<file path="src/design/dpsl_pkg.sv">
// Package for the serial latch control of a multi-channel digital potentiometer.
// Assumes every pin input is synchronised to clk_sys before any logic reads it.
package dpsl_pkg;

   // Word layout: address field on top, data field below.
   localparam int WORD_BITS        = 11;
   localparam int ADDR_BITS        = 3;
   localparam int DATA_BITS        = 8;
   localparam int ADDR_LSB         = 8;
   localparam int WORD_MSB         = 10;
   localparam int DEFAULT_CHANNELS = 4;
   localparam int SYNC_STAGES      = 2;

   // Values after reset; MIDSCALE is also the wiper value after a preset.
   localparam logic [DATA_BITS-1:0] MIDSCALE    = 8'h80;
   localparam logic [WORD_BITS-1:0] SHIFT_RESET = 11'h000;
   localparam logic                 SDO_RESET   = 1'b1;

   // Pin bundle as seen by the block, in the order of the packed fields.
   typedef struct packed {
      logic sclk;
      logic csN;
      logic serial_in;
      logic presetN;
      logic shutdownN;
   } dpsl_pins_t;

   // Idle levels of the pins, loaded into the synchroniser under reset.
   localparam dpsl_pins_t PINS_IDLE = 5'h0B;

   // Frame tracking: chip select low means a frame is open.
   typedef enum logic [0:0] {
      FRM_IDLE,
      FRM_ACTIVE
   } dpsl_frame_t;

endpackage : dpsl_pkg

</file>
<file path="src/design/dpsl_sync.sv">
// Multi-bit two-flop synchroniser for asynchronous pin inputs.
// Assumes each bit is an independent level; no bus coherency is implied.
`timescale 1ns/1ps
module dpsl_sync
   import dpsl_pkg::*;
#(
   parameter int                WIDTH     = 5,
   parameter logic [WIDTH-1:0]  RESET_VAL = '0
) (
   input  wire logic             clk_sys,
   input  wire logic             rst,
   input  wire logic [WIDTH-1:0] din,
   output      logic [WIDTH-1:0] dout
);

   logic [WIDTH-1:0] stage1;

   // One pair of flops per bit; the first stage feeds only the second.
   for (genvar b = 0; b < WIDTH; b++) begin : g_bit
      always_ff @(posedge clk_sys or posedge rst) begin
         if (rst) begin
            stage1[b] <= RESET_VAL[b];
            dout[b]   <= RESET_VAL[b];
         end else begin
            stage1[b] <= din[b];
            dout[b]   <= stage1[b];
         end
      end
   end

endmodule : dpsl_sync

</file>
<file path="src/design/dpsl_digipot.sv">
// Serial input, address decode and wiper latches of a multi-channel digital potentiometer.
// Assumes all pins are asynchronous to clk_sys and change slower than a few clk_sys cycles.
// Summary of operation
// - Shift serial_in on serial clock rise, select low.
// - serial_out shows bit entered eleven shifts earlier.
// - Clock low holds register, serial_out enabled.
// - Select rising edge loads addressed wiper latch.
// - Only the last eleven shifted bits kept.
// - Exactly one latch enabled per valid address.
// - Latch takes the final eight data bits.
// - Preset low forces midscale, clears output latch.
// - Preset rise with select high loads 0x80.
// - Shutdown opens A terminals, releases serial_out.
// - serial_out is open drain, pulls low only.
// - Power-up sets every wiper latch to midscale.
// - Shutdown keeps all wiper latch contents.
`timescale 1ns/1ps
module dpsl_digipot
   import dpsl_pkg::*;
#(
   parameter int NUM_CHANNELS = DEFAULT_CHANNELS
) (
   input  wire logic                                clk_sys,
   input  wire logic                                rst,
   input  wire logic                                serialClk,
   input  wire logic                                chipSelectN,
   input  wire logic                                serialIn,
   input  wire logic                                presetN,
   input  wire logic                                shutdownN,
   output      logic                                serialOut,
   output      logic                                serialOutOe,
   output      logic [NUM_CHANNELS-1:0][DATA_BITS-1:0] wiperLatch,
   output      logic                                terminalAOpen,
   output      logic                                wiperToB
);

   dpsl_pins_t                              rawPins;
   dpsl_pins_t                              syncPins;
   dpsl_pins_t                              prevPins;
   dpsl_frame_t                             frame;
   dpsl_frame_t                             next_frame;
   logic [WORD_BITS-1:0]                    shiftReg;
   logic [WORD_BITS-1:0]                    next_shiftReg;
   logic                                    sdoLatch;
   logic                                    next_sdoLatch;
   logic [NUM_CHANNELS-1:0][DATA_BITS-1:0]  next_wiperLatch;
   logic                                    next_serialOutOe;
   logic                                    next_terminalAOpen;
   logic                                    next_wiperToB;
   logic                                    sclkRise;
   logic                                    csRise;
   logic                                    presetRise;
   logic                                    csLow;
   logic [ADDR_BITS-1:0]                    addrField;
   logic [DATA_BITS-1:0]                    dataField;
   logic                                    addrValid;
   logic [NUM_CHANNELS-1:0]                 loadEn;

   // Latency through the block, counted in clk_sys edges after a pin changes:
   // edge one takes the pin into the first flop, edge two makes it visible to
   // the logic, and edge three updates the shift register, the output latch
   // or the addressed wiper latch. The pad drive follows a change of the output latch one edge later.
   // A serial clock level therefore has to last at least three system clock
   // cycles, and serial data has to stand that long around each rising edge.
   // The host slows its link clock to meet this; in exchange no part of the
   // link runs in a clock domain of its own, and nothing crosses domains
   // except through the two-flop synchroniser below.
   // Preset low wins over a select rise in the same cycle, and a preset
   // release with select high wins as well, so a load can be lost only while
   // the host is itself forcing midscale.

   // Gather the pins so one synchroniser instance covers them all.
   assign rawPins = '{sclk: serialClk, csN: chipSelectN, serial_in: serialIn,
                      presetN: presetN, shutdownN: shutdownN};

   dpsl_sync #(
      .WIDTH     ($bits(dpsl_pins_t)),
      .RESET_VAL (PINS_IDLE)
   ) u_sync (
      .clk_sys (clk_sys),
      .rst     (rst),
      .din     (rawPins),
      .dout    (syncPins)
   );

   // Edge detection works on synchronised levels only, so serial data and
   // clock keep their relative timing through the same two-flop delay.
   assign sclkRise   = syncPins.sclk & ~prevPins.sclk;
   assign presetRise = syncPins.presetN & ~prevPins.presetN;
   assign csLow      = ~syncPins.csN;
   assign csRise     = (frame == FRM_ACTIVE) & syncPins.csN;

   // Address field in the top three bits, data field in the low eight.
   assign addrField = shiftReg[WORD_MSB -: ADDR_BITS];
   assign dataField = shiftReg[DATA_BITS-1:0];
   assign addrValid = (addrField < ADDR_BITS'(NUM_CHANNELS));

   for (genvar i = 0; i < NUM_CHANNELS; i++) begin : g_dec
      assign loadEn[i] = csRise & syncPins.presetN & (addrField == ADDR_BITS'(i));
   end

   // Next-state logic for the frame, shift register, output latch and wipers.
   always_comb begin
      next_frame      = csLow ? FRM_ACTIVE : FRM_IDLE;
      next_shiftReg   = shiftReg;
      next_sdoLatch   = sdoLatch;
      next_wiperLatch = wiperLatch;
      // shift on clock rise; hold without an edge.
      if (csLow && sclkRise) begin
         // oldest bit falls out, only eleven remain.
         next_shiftReg = {shiftReg[WORD_MSB-1:0], syncPins.serial_in};
         // eleventh earlier bit moves to the output latch.
         next_sdoLatch = shiftReg[WORD_MSB];
      end
      if (!syncPins.presetN) begin
         // preset forces midscale and clears output latch.
         next_wiperLatch = {NUM_CHANNELS{MIDSCALE}};
         next_sdoLatch   = 1'b0;
      end else if (presetRise && syncPins.csN) begin
         next_wiperLatch = {NUM_CHANNELS{MIDSCALE}};
      end else begin
         // load data field on select rise; bad address ignored.
         for (int i = 0; i < NUM_CHANNELS; i++) begin
            if (loadEn[i]) begin
               next_wiperLatch[i] = dataField;
            end
         end
      end
   end

   // Pin drive: the pad is released during shutdown to save pull-up power.
   always_comb begin
      // enable only in a frame and not in shutdown.
      next_serialOutOe   = csLow & syncPins.shutdownN & ~sdoLatch;
      next_terminalAOpen = ~syncPins.shutdownN;
      next_wiperToB      = ~syncPins.shutdownN;
   end

   assign serialOut = 1'b0;

   // Core state registers; wipers start at midscale. shutdown
   // does not touch the wipers, so settings return when it ends.
   always_ff @(posedge clk_sys or posedge rst) begin
      if (rst) begin
         frame         <= FRM_IDLE;
         prevPins      <= PINS_IDLE;
         shiftReg      <= SHIFT_RESET;
         sdoLatch      <= SDO_RESET;
         wiperLatch    <= {NUM_CHANNELS{MIDSCALE}};
      end else begin
         frame         <= next_frame;
         prevPins      <= syncPins;
         shiftReg      <= next_shiftReg;
         sdoLatch      <= next_sdoLatch;
         wiperLatch    <= next_wiperLatch;
      end
   end

   // Pin drive registers; the pad starts released, the A terminal switch closed and the wiper-to-B switch open.
   // Keeping them in flops avoids glitches on the pad while pins resolve.
   always_ff @(posedge clk_sys or posedge rst) begin
      if (rst) begin
         serialOutOe   <= 1'b0;
         terminalAOpen <= 1'b0;
         wiperToB      <= 1'b0;
      end else begin
         serialOutOe   <= next_serialOutOe;
         terminalAOpen <= next_terminalAOpen;
         wiperToB      <= next_wiperToB;
      end
   end
endmodule : dpsl_digipot

</file>
<file path="config.mk">
export PLATFORM = sky130hd
export DESIGN_NAME = dpsl_digipot
export DESIGN_NICKNAME = d
export VERILOG_FILES = /design/src/design/dpsl_pkg.sv /design/src/design/dpsl_sync.sv /design/src/design/dpsl_digipot.sv
export SDC_FILE = /design/constraint.sdc
export NUM_CORES = 1
export LEC_CHECK = 0
export BUFFER_PORTS_ARGS = -buffer_cell sky130_fd_sc_hd__buf_2
export CORE_MARGIN = 2
export CORE_UTILIZATION = 40
export CTS_CLUSTER_DIAMETER = 30
export DETAILED_ROUTE_END_ITERATION = 10
export SYNTH_ARGS = -nofsm -noshare
export SYNTH_HDL_FRONTEND = slang
export SYNTH_SLANG_ARGS = --single-unit
</file>
<file path="constraint.sdc">
create_clock -name clk_sys -period 1.74 [get_ports clk_sys]
set_input_delay 0.087 -clock clk_sys [delete_from_list [all_inputs] [get_ports clk_sys]]
set_output_delay 0.087 -clock clk_sys [all_outputs]
set_load 0.05 [all_outputs]
</file>
==> results of run 1 <==
cells by family (layout without fill, tap and decap cells):
| group | after synthesis | count (layout) | synth area share |
|---|---|---|---|
| other | 1 | 1 | 0.001498 |
| flip-flops | 59 | 59 | 0.5957 |
| AO/OA/AOI/OAI | 40 | 40 | 0.1219 |
| multiplexers | 44 | 44 | 0.1814 |
| AND/OR/NAND/NOR | 11 | 11 | 0.04747 |
| buffers and inverters | 24 | 83 | 0.05197 |
final cells by class:
type                    count  area, um2
repair buffers             62      390.4
clock inverters             4      25.02
flip-flops and latches     59       1491
well taps                  75      93.84
inverters                   5      18.77
fillers                   531       2934
clock buffers              12      155.1
multi-input cells          96      882.1
power by group:
part / leakage, nW / total (mW) / internal [mW] / switching (mW)
clock network: 0.0884 / 1.13 / 0.590 / 0.538
logic: 0.699 / 0.418 / 0.175 / 0.243
registers: 0.752 / 1.61 / 1.50 / 0.107
layout by cell type (no fill, tap or decap), drive strengths merged:
master,n
nand3,1
clkinv,3
dlygate4sd3,6
mux2,11
buf,56
conb,1
clkbuf,12
mux2i,33
and4b,1
clkinvlp,2
nor3b,2
dfstp,12
nor3,2
o211ai,35
a211oi,5
nand3b,2
nor2,1
inv,4
dfrtp,47
or3,1
nand4b,1
how the worst min path moves through the flow:
stage	from	endpoint	slack [ns]	depth (start not counted)
floorplan	shutdownN	u_sync.stage1[0]	0.09	0
global placement	rst	prevPins[4]	0.15	2
detailed placement	rst	u_sync.dout[4]	0.16	2
CTS	rst	serialOutOe	0.35	3
global route	u_sync.stage1[3]	u_sync.dout[3]	0.36	0
finish	rst	prevPins[4]	0.34	3
stage by stage:
| step | power (mW) | utilization | hold WS [ns] |
|---|---|---|---|
| final | 3.152 | 0.5102 | 0.3394 |
| after global routing | 3.312 | 0.5102 | 0.3597 |
| after CTS | 3.190 | 0.5102 | 0.3480 |
| after detailed placement | 2.042 | 0.4701 | 0.1567 |
| after global placement | 2.040 | 0.4701 | 0.1472 |
| after floorplan | 1.914 | - | 0.09148 |
critical path, delay by kind of cell (launching register included):
family	cells	cell delay, ns
mux	1	0.17
simple gates	2	0.61
flops	1	0.53
buf+inv	1	0.18
metal layers:
| layer | vias to the layer above | GRT usage | routed length (um) |
|---|---|---|---|
| met1 | 866 | 0.2447 | 2535 |
| met5 | - | 0 | 0 |
| met3 | 7 | 0.03280 | 232 |
| li1 | 775 | - | - |
| met2 | 53 | 0.2368 | 2547 |
| met4 | 0 | 0.07452 | 49 |
timing repair:
| item | 4_1_cts | 5_1_grt |
|---|---|---|
| hold buffers | 6 | 0 |
| endpoints found under the setup margin | 0 | 1 |
| hold endpoints to repair | 15 | 0 |
flip-flops by register name, summed over array words and instances, names as in the netlist:
signal,cells
prevPins,2
u_sync.dout,5
wiperToB,1
serialOutOe,1
sdoLatch,1
shiftReg,11
frame,1
u_sync.stage1,5
wiperLatch,32
==> results by group, run 1 <==
Synthesis
  • Seq/Total Area, Yosys: 0.5957
  • Cell count after synthesis: ~180
  • Count of cell types in the netlist: 24
  • Synth Flop Type: dfrtp_1
  • Seq cells post-synth: 59
  • Number of flops mapped to enable cells by yosys: 0
  • Top-count cell post-synth: dfrtp_1
  • Syn Area/Cell: 13.99 um2
  • Dominant cells by area after synthesis: dfrtp_1, mux2i_1, dfstp_2
  • Syn_nets: 186
  • Warnings, synthesis: 0
  • Synth top area share: 0.4698
  • Synth async-reset ratio: 1.000
  • Mapped cell area: 2504 um2
  • Synth cell count leaders: dfrtp_1, o211ai_1, mux2i_1
  • Post-synth top area cell: dfrtp_1

Timing
  • Final period util: 0.9342
  • Hold violation count in the final report: 0
  • Final setup vio count: 0
  • Setup TNS: 0 ns
  • Fmax: 0.6152 GHz
  • Final worst slack: 0.1146 ns
  • Least-Margin Pin Slew: 0.5102 ns
  • Fin crit period: 1.625 ns
  • RSZ-0062 raised after global routing: no
  • Clock Skew: between 0.008 and 0.009 ns
  • Slew Limit Headroom: 0.6584
  • Max-slew violations: 0

Worst hold path
  • Min-Delay Path Class: in2async

Placement
  • HPWL Detailed: 3610 um
  • Gpl congestion: 0.7397
  • Cells after DPL: ~290
  • Dpl cell area: 2816 um2
  • Dpl ws: 0.1194 ns
  • Count of input and output buffers: 41

Worst setup path
  • Startpoint Class: flip-flop
  • CP Capture Type: flip-flop
  • Crit path from: u_sync.dout[3]
  • R2R setup slack: 0.11 ns
  • R2R cell count: 4
  • CP Max Fanout: 9
  • Critical path type: reg2reg
  • RR Endpoint: wiperLatch[2]
  • CP required: about 1.9 ns
  • Critical path's largest stage delay: 0.53 ns
  • Worst R2R Start: u_sync.dout[3]
  • Arr. time, crit path: 1.82 ns
  • Slowest library cell on the worst path: dfstp_2
  • Setup crit end: wiperLatch[2]
  • Cells along the critical path: buf_4 -> nand4b_4 -> or3_1 -> mux2i_1

Clock network
  • Insertion delay to the later sink of the worst-skew pair: roughly 0.33 ns
  • Clk sinks: 59
  • Clock slew at reported path FFs: 0.06 ns
  • H-Tree Depth: 3
  • CTS Root Cell: clkbuf_8
  • Post_cts resized: 0
  • CTS buffer count: 9
  • Max clock buf depth: 2
  • Postcts setup bufs: 0
  • CTS tree: yes

Power
  • Peak supply drop: 0.0005309 V
  • Pwr/cell area: 1031 nW/um2
  • Leakage power: 1.540 nW

Detailed routing
  • Wire length per cell: ~17 um
  • Post-Route WL: 5365 um
  • Post-DRT Antenna Nets: 0
  • Via count: 1701
  • DRC viols: 0
  • DR vias/cell: 5.435
  • Initial DRC Count: 153
  • TritonRoute pass-1 iters: 4

Cells and area
  • Layout cells sized above 1: 0.4286
  • Diode count: 0
  • Area Growth Syn to Fin: 22.09%
  • Finished Layout Cells: 313
  • Post-layout instance area: between 3000 and 4000 um2
  • Nets: 240

Floorplan
  • Initial core utilization: 0.4179
  • Full die area: 6908 um2
  • DIE WIDTH: 83.12 um
  • FP Rows: 28
  • Core area: 5991 um2
  • Die height: 83.12 um
  • # IOs: 43

Global routing
  • Tot GR Track Use: 0.1662
  • Vias in the first global route: about 1.7k
  • Initial antenna violation count: 0
  • First-pass GRT wire length: 9080 um
  • Largest net degree at the start of global routing: 31
  • Total global routing overflow: 0

Job
  • Max_cap viols: 0

Status
  • Status: finished, final reports clean
(Power assumes the default switching activity.)
==> run 2, diff against run 1 <==
BUFFER_PORTS_ARGS = default   (was -buffer_cell sky130_fd_sc_hd__buf_2)
CORE_UTILIZATION = 62   (was 40)
DONT_BUFFER_PORTS = 1   (was default)
PLACE_DENSITY = 0.78   (was default)
==> run 2 against run 1 <==
Effect of this change:
- clock power decreased by 9%
- setup slack worse by 0.030 ns
- highest routed layer unchanged
- register-to-register slack got worse by 0.03 ns
- final area down 5.2%
- non-clock buffer count is 27 lower
==> results by group, run 2 (synthesis results as in run 1) <==
Power
  • Leakage power: 1.396 nW
  • Pwr Total: 3.067 mW
  • Pwr/cell area: 1059 nW/um2
  • Peak supply drop: 0.0008050 V

Timing
  • Final hold slack: 0.3005 ns
  • Fmax: 0.6042 GHz
  • Max-slew violations: 0
  • Slew Limit Headroom: 0.5544
  • Final period util: 0.9513
  • Fin crit period: 1.655 ns
  • Final setup vio count: 0
  • Hold violation count in the final report: 0
  • Final worst slack: ~0.085 ns
  • Clock Skew: 0.01162 ns
  • Least-Margin Pin Slew: 0.6674 ns

Placement
  • Gpl congestion: a little over 0.8
  • Dpl ws: -0.02196 ns
  • HPWL Detailed: 3475 um
  • Count of input and output buffers: 0

Worst setup path
  • Startpoint Class: flip-flop
  • CP required: 1.93 ns
  • Cells along the critical path: clkinvlp_4 -> o211ai_1 -> mux2i_1
  • Critical path's largest stage delay: 0.68 ns
  • CP Max Fanout: 11
  • Critical path type: reg2reg
  • Slowest library cell on the worst path: dfstp_2
  • Arr. time, crit path: 1.84 ns
  • CP Capture Type: flip-flop

Floorplan
  • Core area: 3943 um2
  • FP Rows: 23
  • Initial core utilization: 0.6350
  • Full die area: 4562 um2
  • DIE WIDTH: approximately 68 um
  • Die height: 67.55 um
  • # IOs: 43

Global routing
  • Tot GR Track Use: 0.2495
  • Vias in the first global route: 1604
  • Initial antenna violation count: 0
  • First-pass GRT wire length: 8010 um
  • Largest net degree at the start of global routing: 37
  • Total global routing overflow: 0

Cells and area
  • Max FFs per register: 32
  • Reg with most FFs: wiperLatch
  • Regs by FF count: wiperLatch: 32 flops, shiftReg: 11 flops
  • Most common cell after layout, fill and taps aside: dfrtp_1
  • Layout cells sized above 1: 0.3365
  • Diode count: 0
  • Area Growth Syn to Fin: 15.69%
  • Nets: 213
  • Most frequent cells in the layout: dfrtp_1, o211ai_1, mux2i_1

Clock network
  • Max clock buf depth: 2
  • H-Tree Depth: 3
  • Clk sinks: 59
  • CTS buffer count: 9
  • CTS Root Cell: clkbuf_8
  • Insertion delay to the later sink of the worst-skew pair: roughly 0.34 ns
  • CTS tree: yes
  • Clock slew at reported path FFs: roughly 0.060 ns

Detailed routing
  • Post-DRT Antenna Nets: 0
  • Post-Route WL: 5056 um
  • DR vias/cell: 6.123
  • Via count: roughly 1.6k
  • DRC viols: 0
  • TritonRoute pass-1 iters: 4
  • Wire length per cell: 19.37 um
  • Initial DRC Count: 150

Status
  • Status: finished, final reports clean

Worst hold path
  • Min-Delay Path Class: in2reg

Job
  • Max_cap viols: 0
[run 2: final cells by class]
class / count / area (um2)
Clock buffer: 16 / 160.2
Tap cell: 50 / 62.56
Multi-Input combinational cell: 96 / 882.1
Sequential cell: 59 / 1491
Inverter: 5 / 22.52
Timing Repair Buffer: 35 / 277.8
Fill cell: 258 / 1046
[run 2: critical path: cells and delay by family, from the launching register on]
family                 cells  cell delay (ns)
AO/OA/AOI/OAI              1             0.42
multiplexers               1             0.14
buffers and inverters      1             0.27
flip-flops                 1             0.68
[run 2: final timing paths]
path | startpoint | end | slack (ns) | depth (start not counted)
worst max-delay path | u_sync.dout[3] | wiperLatch[21] | 0.08 | 3
worst min-delay path | presetN | u_sync.stage1[1] | 0.30 | 1
worst max register to register | u_sync.dout[3] | wiperLatch[21] | 0.08 | 3
max in group asynchronous | rst | wiperLatch[6] | 0.76 | 3
min in group asynchronous | rst | u_sync.stage1[2] | 0.32 | 2
worst min register to register | u_sync.stage1[2] | u_sync.dout[2] | 0.35 | 0
[run 2: through the flow]
stage	util	instance area, um2	instances	TNS [ns]
6_report	0.7347	2897	261	0
5_1_grt	0.7347	2897	261	-0.06811
4_1_cts	0.7299	2878	259	0
3_5_place_dp	0.6722	2650	236	-0.04011
3_3_place_gp	0.6722	2650	236	0
2_1_floorplan	-	2504	179	0
[run 2: what timing repair did]
item	4_1_cts	5_1_grt
cloned	0	0
endpoints found under the setup margin	4	28
hold buffers	6	0
endpoints found under the hold margin	25	0
buffers inserted	1	2
resized for setup	0	1
pin swaps	1	2
[run 2: where the power goes]
part / internal, mW / switching [mW]
combinational: 0.172 / 0.205
sequential: 1.50 / 0.157
clock: 0.559 / 0.474
total: 2.23 / 0.836
[run 2: routing by layer]
metal	part of all wire	GRT usage	up-vias
met3	0.055	0.06500	13
met5	0	0	-
li1	-	-	720
met2	0.50	0.3750	50
met1	0.43	0.3307	815
met4	0.021	0.1378	0
==> run 3, diff against run 2 <==
SETUP_SLACK_MARGIN = 0.2   (was default)
==> run 3 against run 2 <==
Effect of this change:
- highest routed layer unchanged
- combinational power rose by 4%
- setup slack gained 0.13 ns
- final area rose by 1.8%
- clock power is essentially flat
- global-route usage up 0.29 points
- sequential share of layout area fell by 0.92 points
- non-clock buffer count grew 4
- largest cell class unchanged
- critical path depth rose by 1
- count of clock-buffer cells in the layout did not move
- utilization grew 1.3 points
- clock skew about the same
- worst hold slack better by 0.00066 ns
==> results by group, run 3 (synthesis results as in run 1) <==
Timing
  • Fin crit period: 1.529 ns
  • Max-slew violations: 0
  • Final hold slack: 0.3012 ns
  • Final setup vio count: 0
  • Clock Skew: between 0.01 and 0.015 ns
  • Final worst slack: approximately 0.21 ns
  • RSZ-0062 raised after global routing: yes
  • Fmax: 0.6540 GHz
  • Least-Margin Pin Slew: 0.6728 ns
  • Final period util: 0.8788
  • Hold violation count in the final report: 0
  • Slew Limit Headroom: 0.5508
  • Setup TNS: 0 ns

Worst setup path
  • CP Max Fanout: 7
  • CP required: 1.94 ns
  • Slowest library cell on the worst path: dfstp_2
  • CP Capture Type: flip-flop
  • Cells along the critical path: and4b_4 -> nand3b_1 -> buf_6 -> mux2i_1
  • Critical path's largest stage delay: roughly 0.63 ns
  • Startpoint Class: flip-flop
  • Critical path type: reg2reg
  • Arr. time, crit path: 1.73 ns

Cells and area
  • Area Growth Syn to Fin: 17.79%
  • Reg with most FFs: wiperLatch
  • Layout Utilization: 0.7480
  • Most frequent cells in the layout: dfrtp_1, o211ai_1, mux2i_1
  • Layout cells sized above 1: 0.3581
  • Most common cell after layout, fill and taps aside: dfrtp_1
  • Max FFs per register: 32
  • Post-layout instance area: 2949 um2
  • Nets: roughly 220
  • Diode count: 0
  • Finished Layout Cells: 265
  • Regs by FF count: wiperLatch: 32 flops, shiftReg: 11 flops

Placement
  • Cells after DPL: about 240
  • Count of input and output buffers: 0
  • HPWL Detailed: 3475 um
  • Gpl congestion: 0.8182
  • Dpl ws: -0.02196 ns
  • Dpl cell area: ~2700 um2

Global routing
  • First-pass GRT wire length: 8093 um
  • Total global routing overflow: 0
  • Largest net degree at the start of global routing: 37
  • Initial antenna violation count: 0
  • Vias in the first global route: between 1.5k and 2k
  • Tot GR Track Use: 0.2523

Floorplan
  • Die height: 67.55 um
  • Core area: 3943 um2
  • DIE WIDTH: roughly 68 um
  • # IOs: 43
  • Initial core utilization: 0.6350
  • FP Rows: 23
  • Full die area: 4562 um2

Clock network
  • H-Tree Depth: 3
  • CTS Root Cell: clkbuf_8
  • Clk sinks: a little under 60
  • Max clock buf depth: 2
  • CTS buffer count: 9
  • Insertion delay to the later sink of the worst-skew pair: 0.34 ns
  • Clock slew at reported path FFs: 0.07 ns
  • CTS tree: yes

Detailed routing
  • Post-DRT Antenna Nets: 0
  • DRC viols: 0
  • Initial DRC Count: approximately 130
  • DR vias/cell: 6.113
  • Post-Route WL: around 5100 um
  • Via count: 1620
  • Wire length per cell: approximately 19 um
  • TritonRoute pass-1 iters: 4

Job
  • Max_cap viols: 0

Power
  • Pwr Total: about 3.1 mW
  • Pwr/cell area: 1045 nW/um2
  • Peak supply drop: 0.0008060 V
  • Leakage power: 1.427 nW

Worst hold path
  • Min-Delay Path Class: in2reg

Status
  • Status: finished, final reports clean
-- run 3: timing repair --
item                       4_1_cts  5_1_grt
pin swaps                        2        2
hold endpoints to repair        25        0
buffers inserted                 4        3
resized for setup                1        6
hold buffers                     6        0
setup endpoints to repair       29       30
cloned                           0        0
-- run 3: worst max-delay path, delay by kind of cell (launching register included) --
kind	cells	cell delay [ns]
DFF	1	0.63
and+or+nand+nor	2	0.45
buffers and inverters	1	0.20
muxes	1	0.12
-- run 3: where the power goes --
group / internal, mW / switching, mW / total [mW]
combinational: 0.183 / 0.208 / 0.392
clock: 0.559 / 0.472 / 1.03
sequential: 1.50 / 0.160 / 1.66
-- run 3: routing by layer --
metal / vias to the layer above / global-route usage / wire, um
met5: - / 0 / 0
met4: 0 / 0.1480 / 126
met3: 13 / 0.06500 / 375
met2: 59 / 0.3750 / 2494
met1: 820 / 0.3352 / 2089
li1: 728 / - / -
-- run 3: cell type report --
type	instances	area, um2
timing repair buffer	39	315.3
inverter	5	21.27
tap	50	62.56
clock buffer	16	160.2
multi-input combinational	96	898.4
sequential	59	1491
fill	246	993.5
-- run 3: worst paths after layout --
path,from,end,slack (ns),cells past startpoint
max in group asynchronous,rst,wiperLatch[1],0.76,3
min in group asynchronous,rst,u_sync.stage1[2],0.32,2
hold / removal,presetN,u_sync.stage1[1],0.30,1
setup reg to reg,u_sync.dout[3],wiperLatch[13],0.21,4
hold reg to reg,u_sync.stage1[2],u_sync.dout[2],0.35,0
setup / recovery,u_sync.dout[3],wiperLatch[13],0.21,4
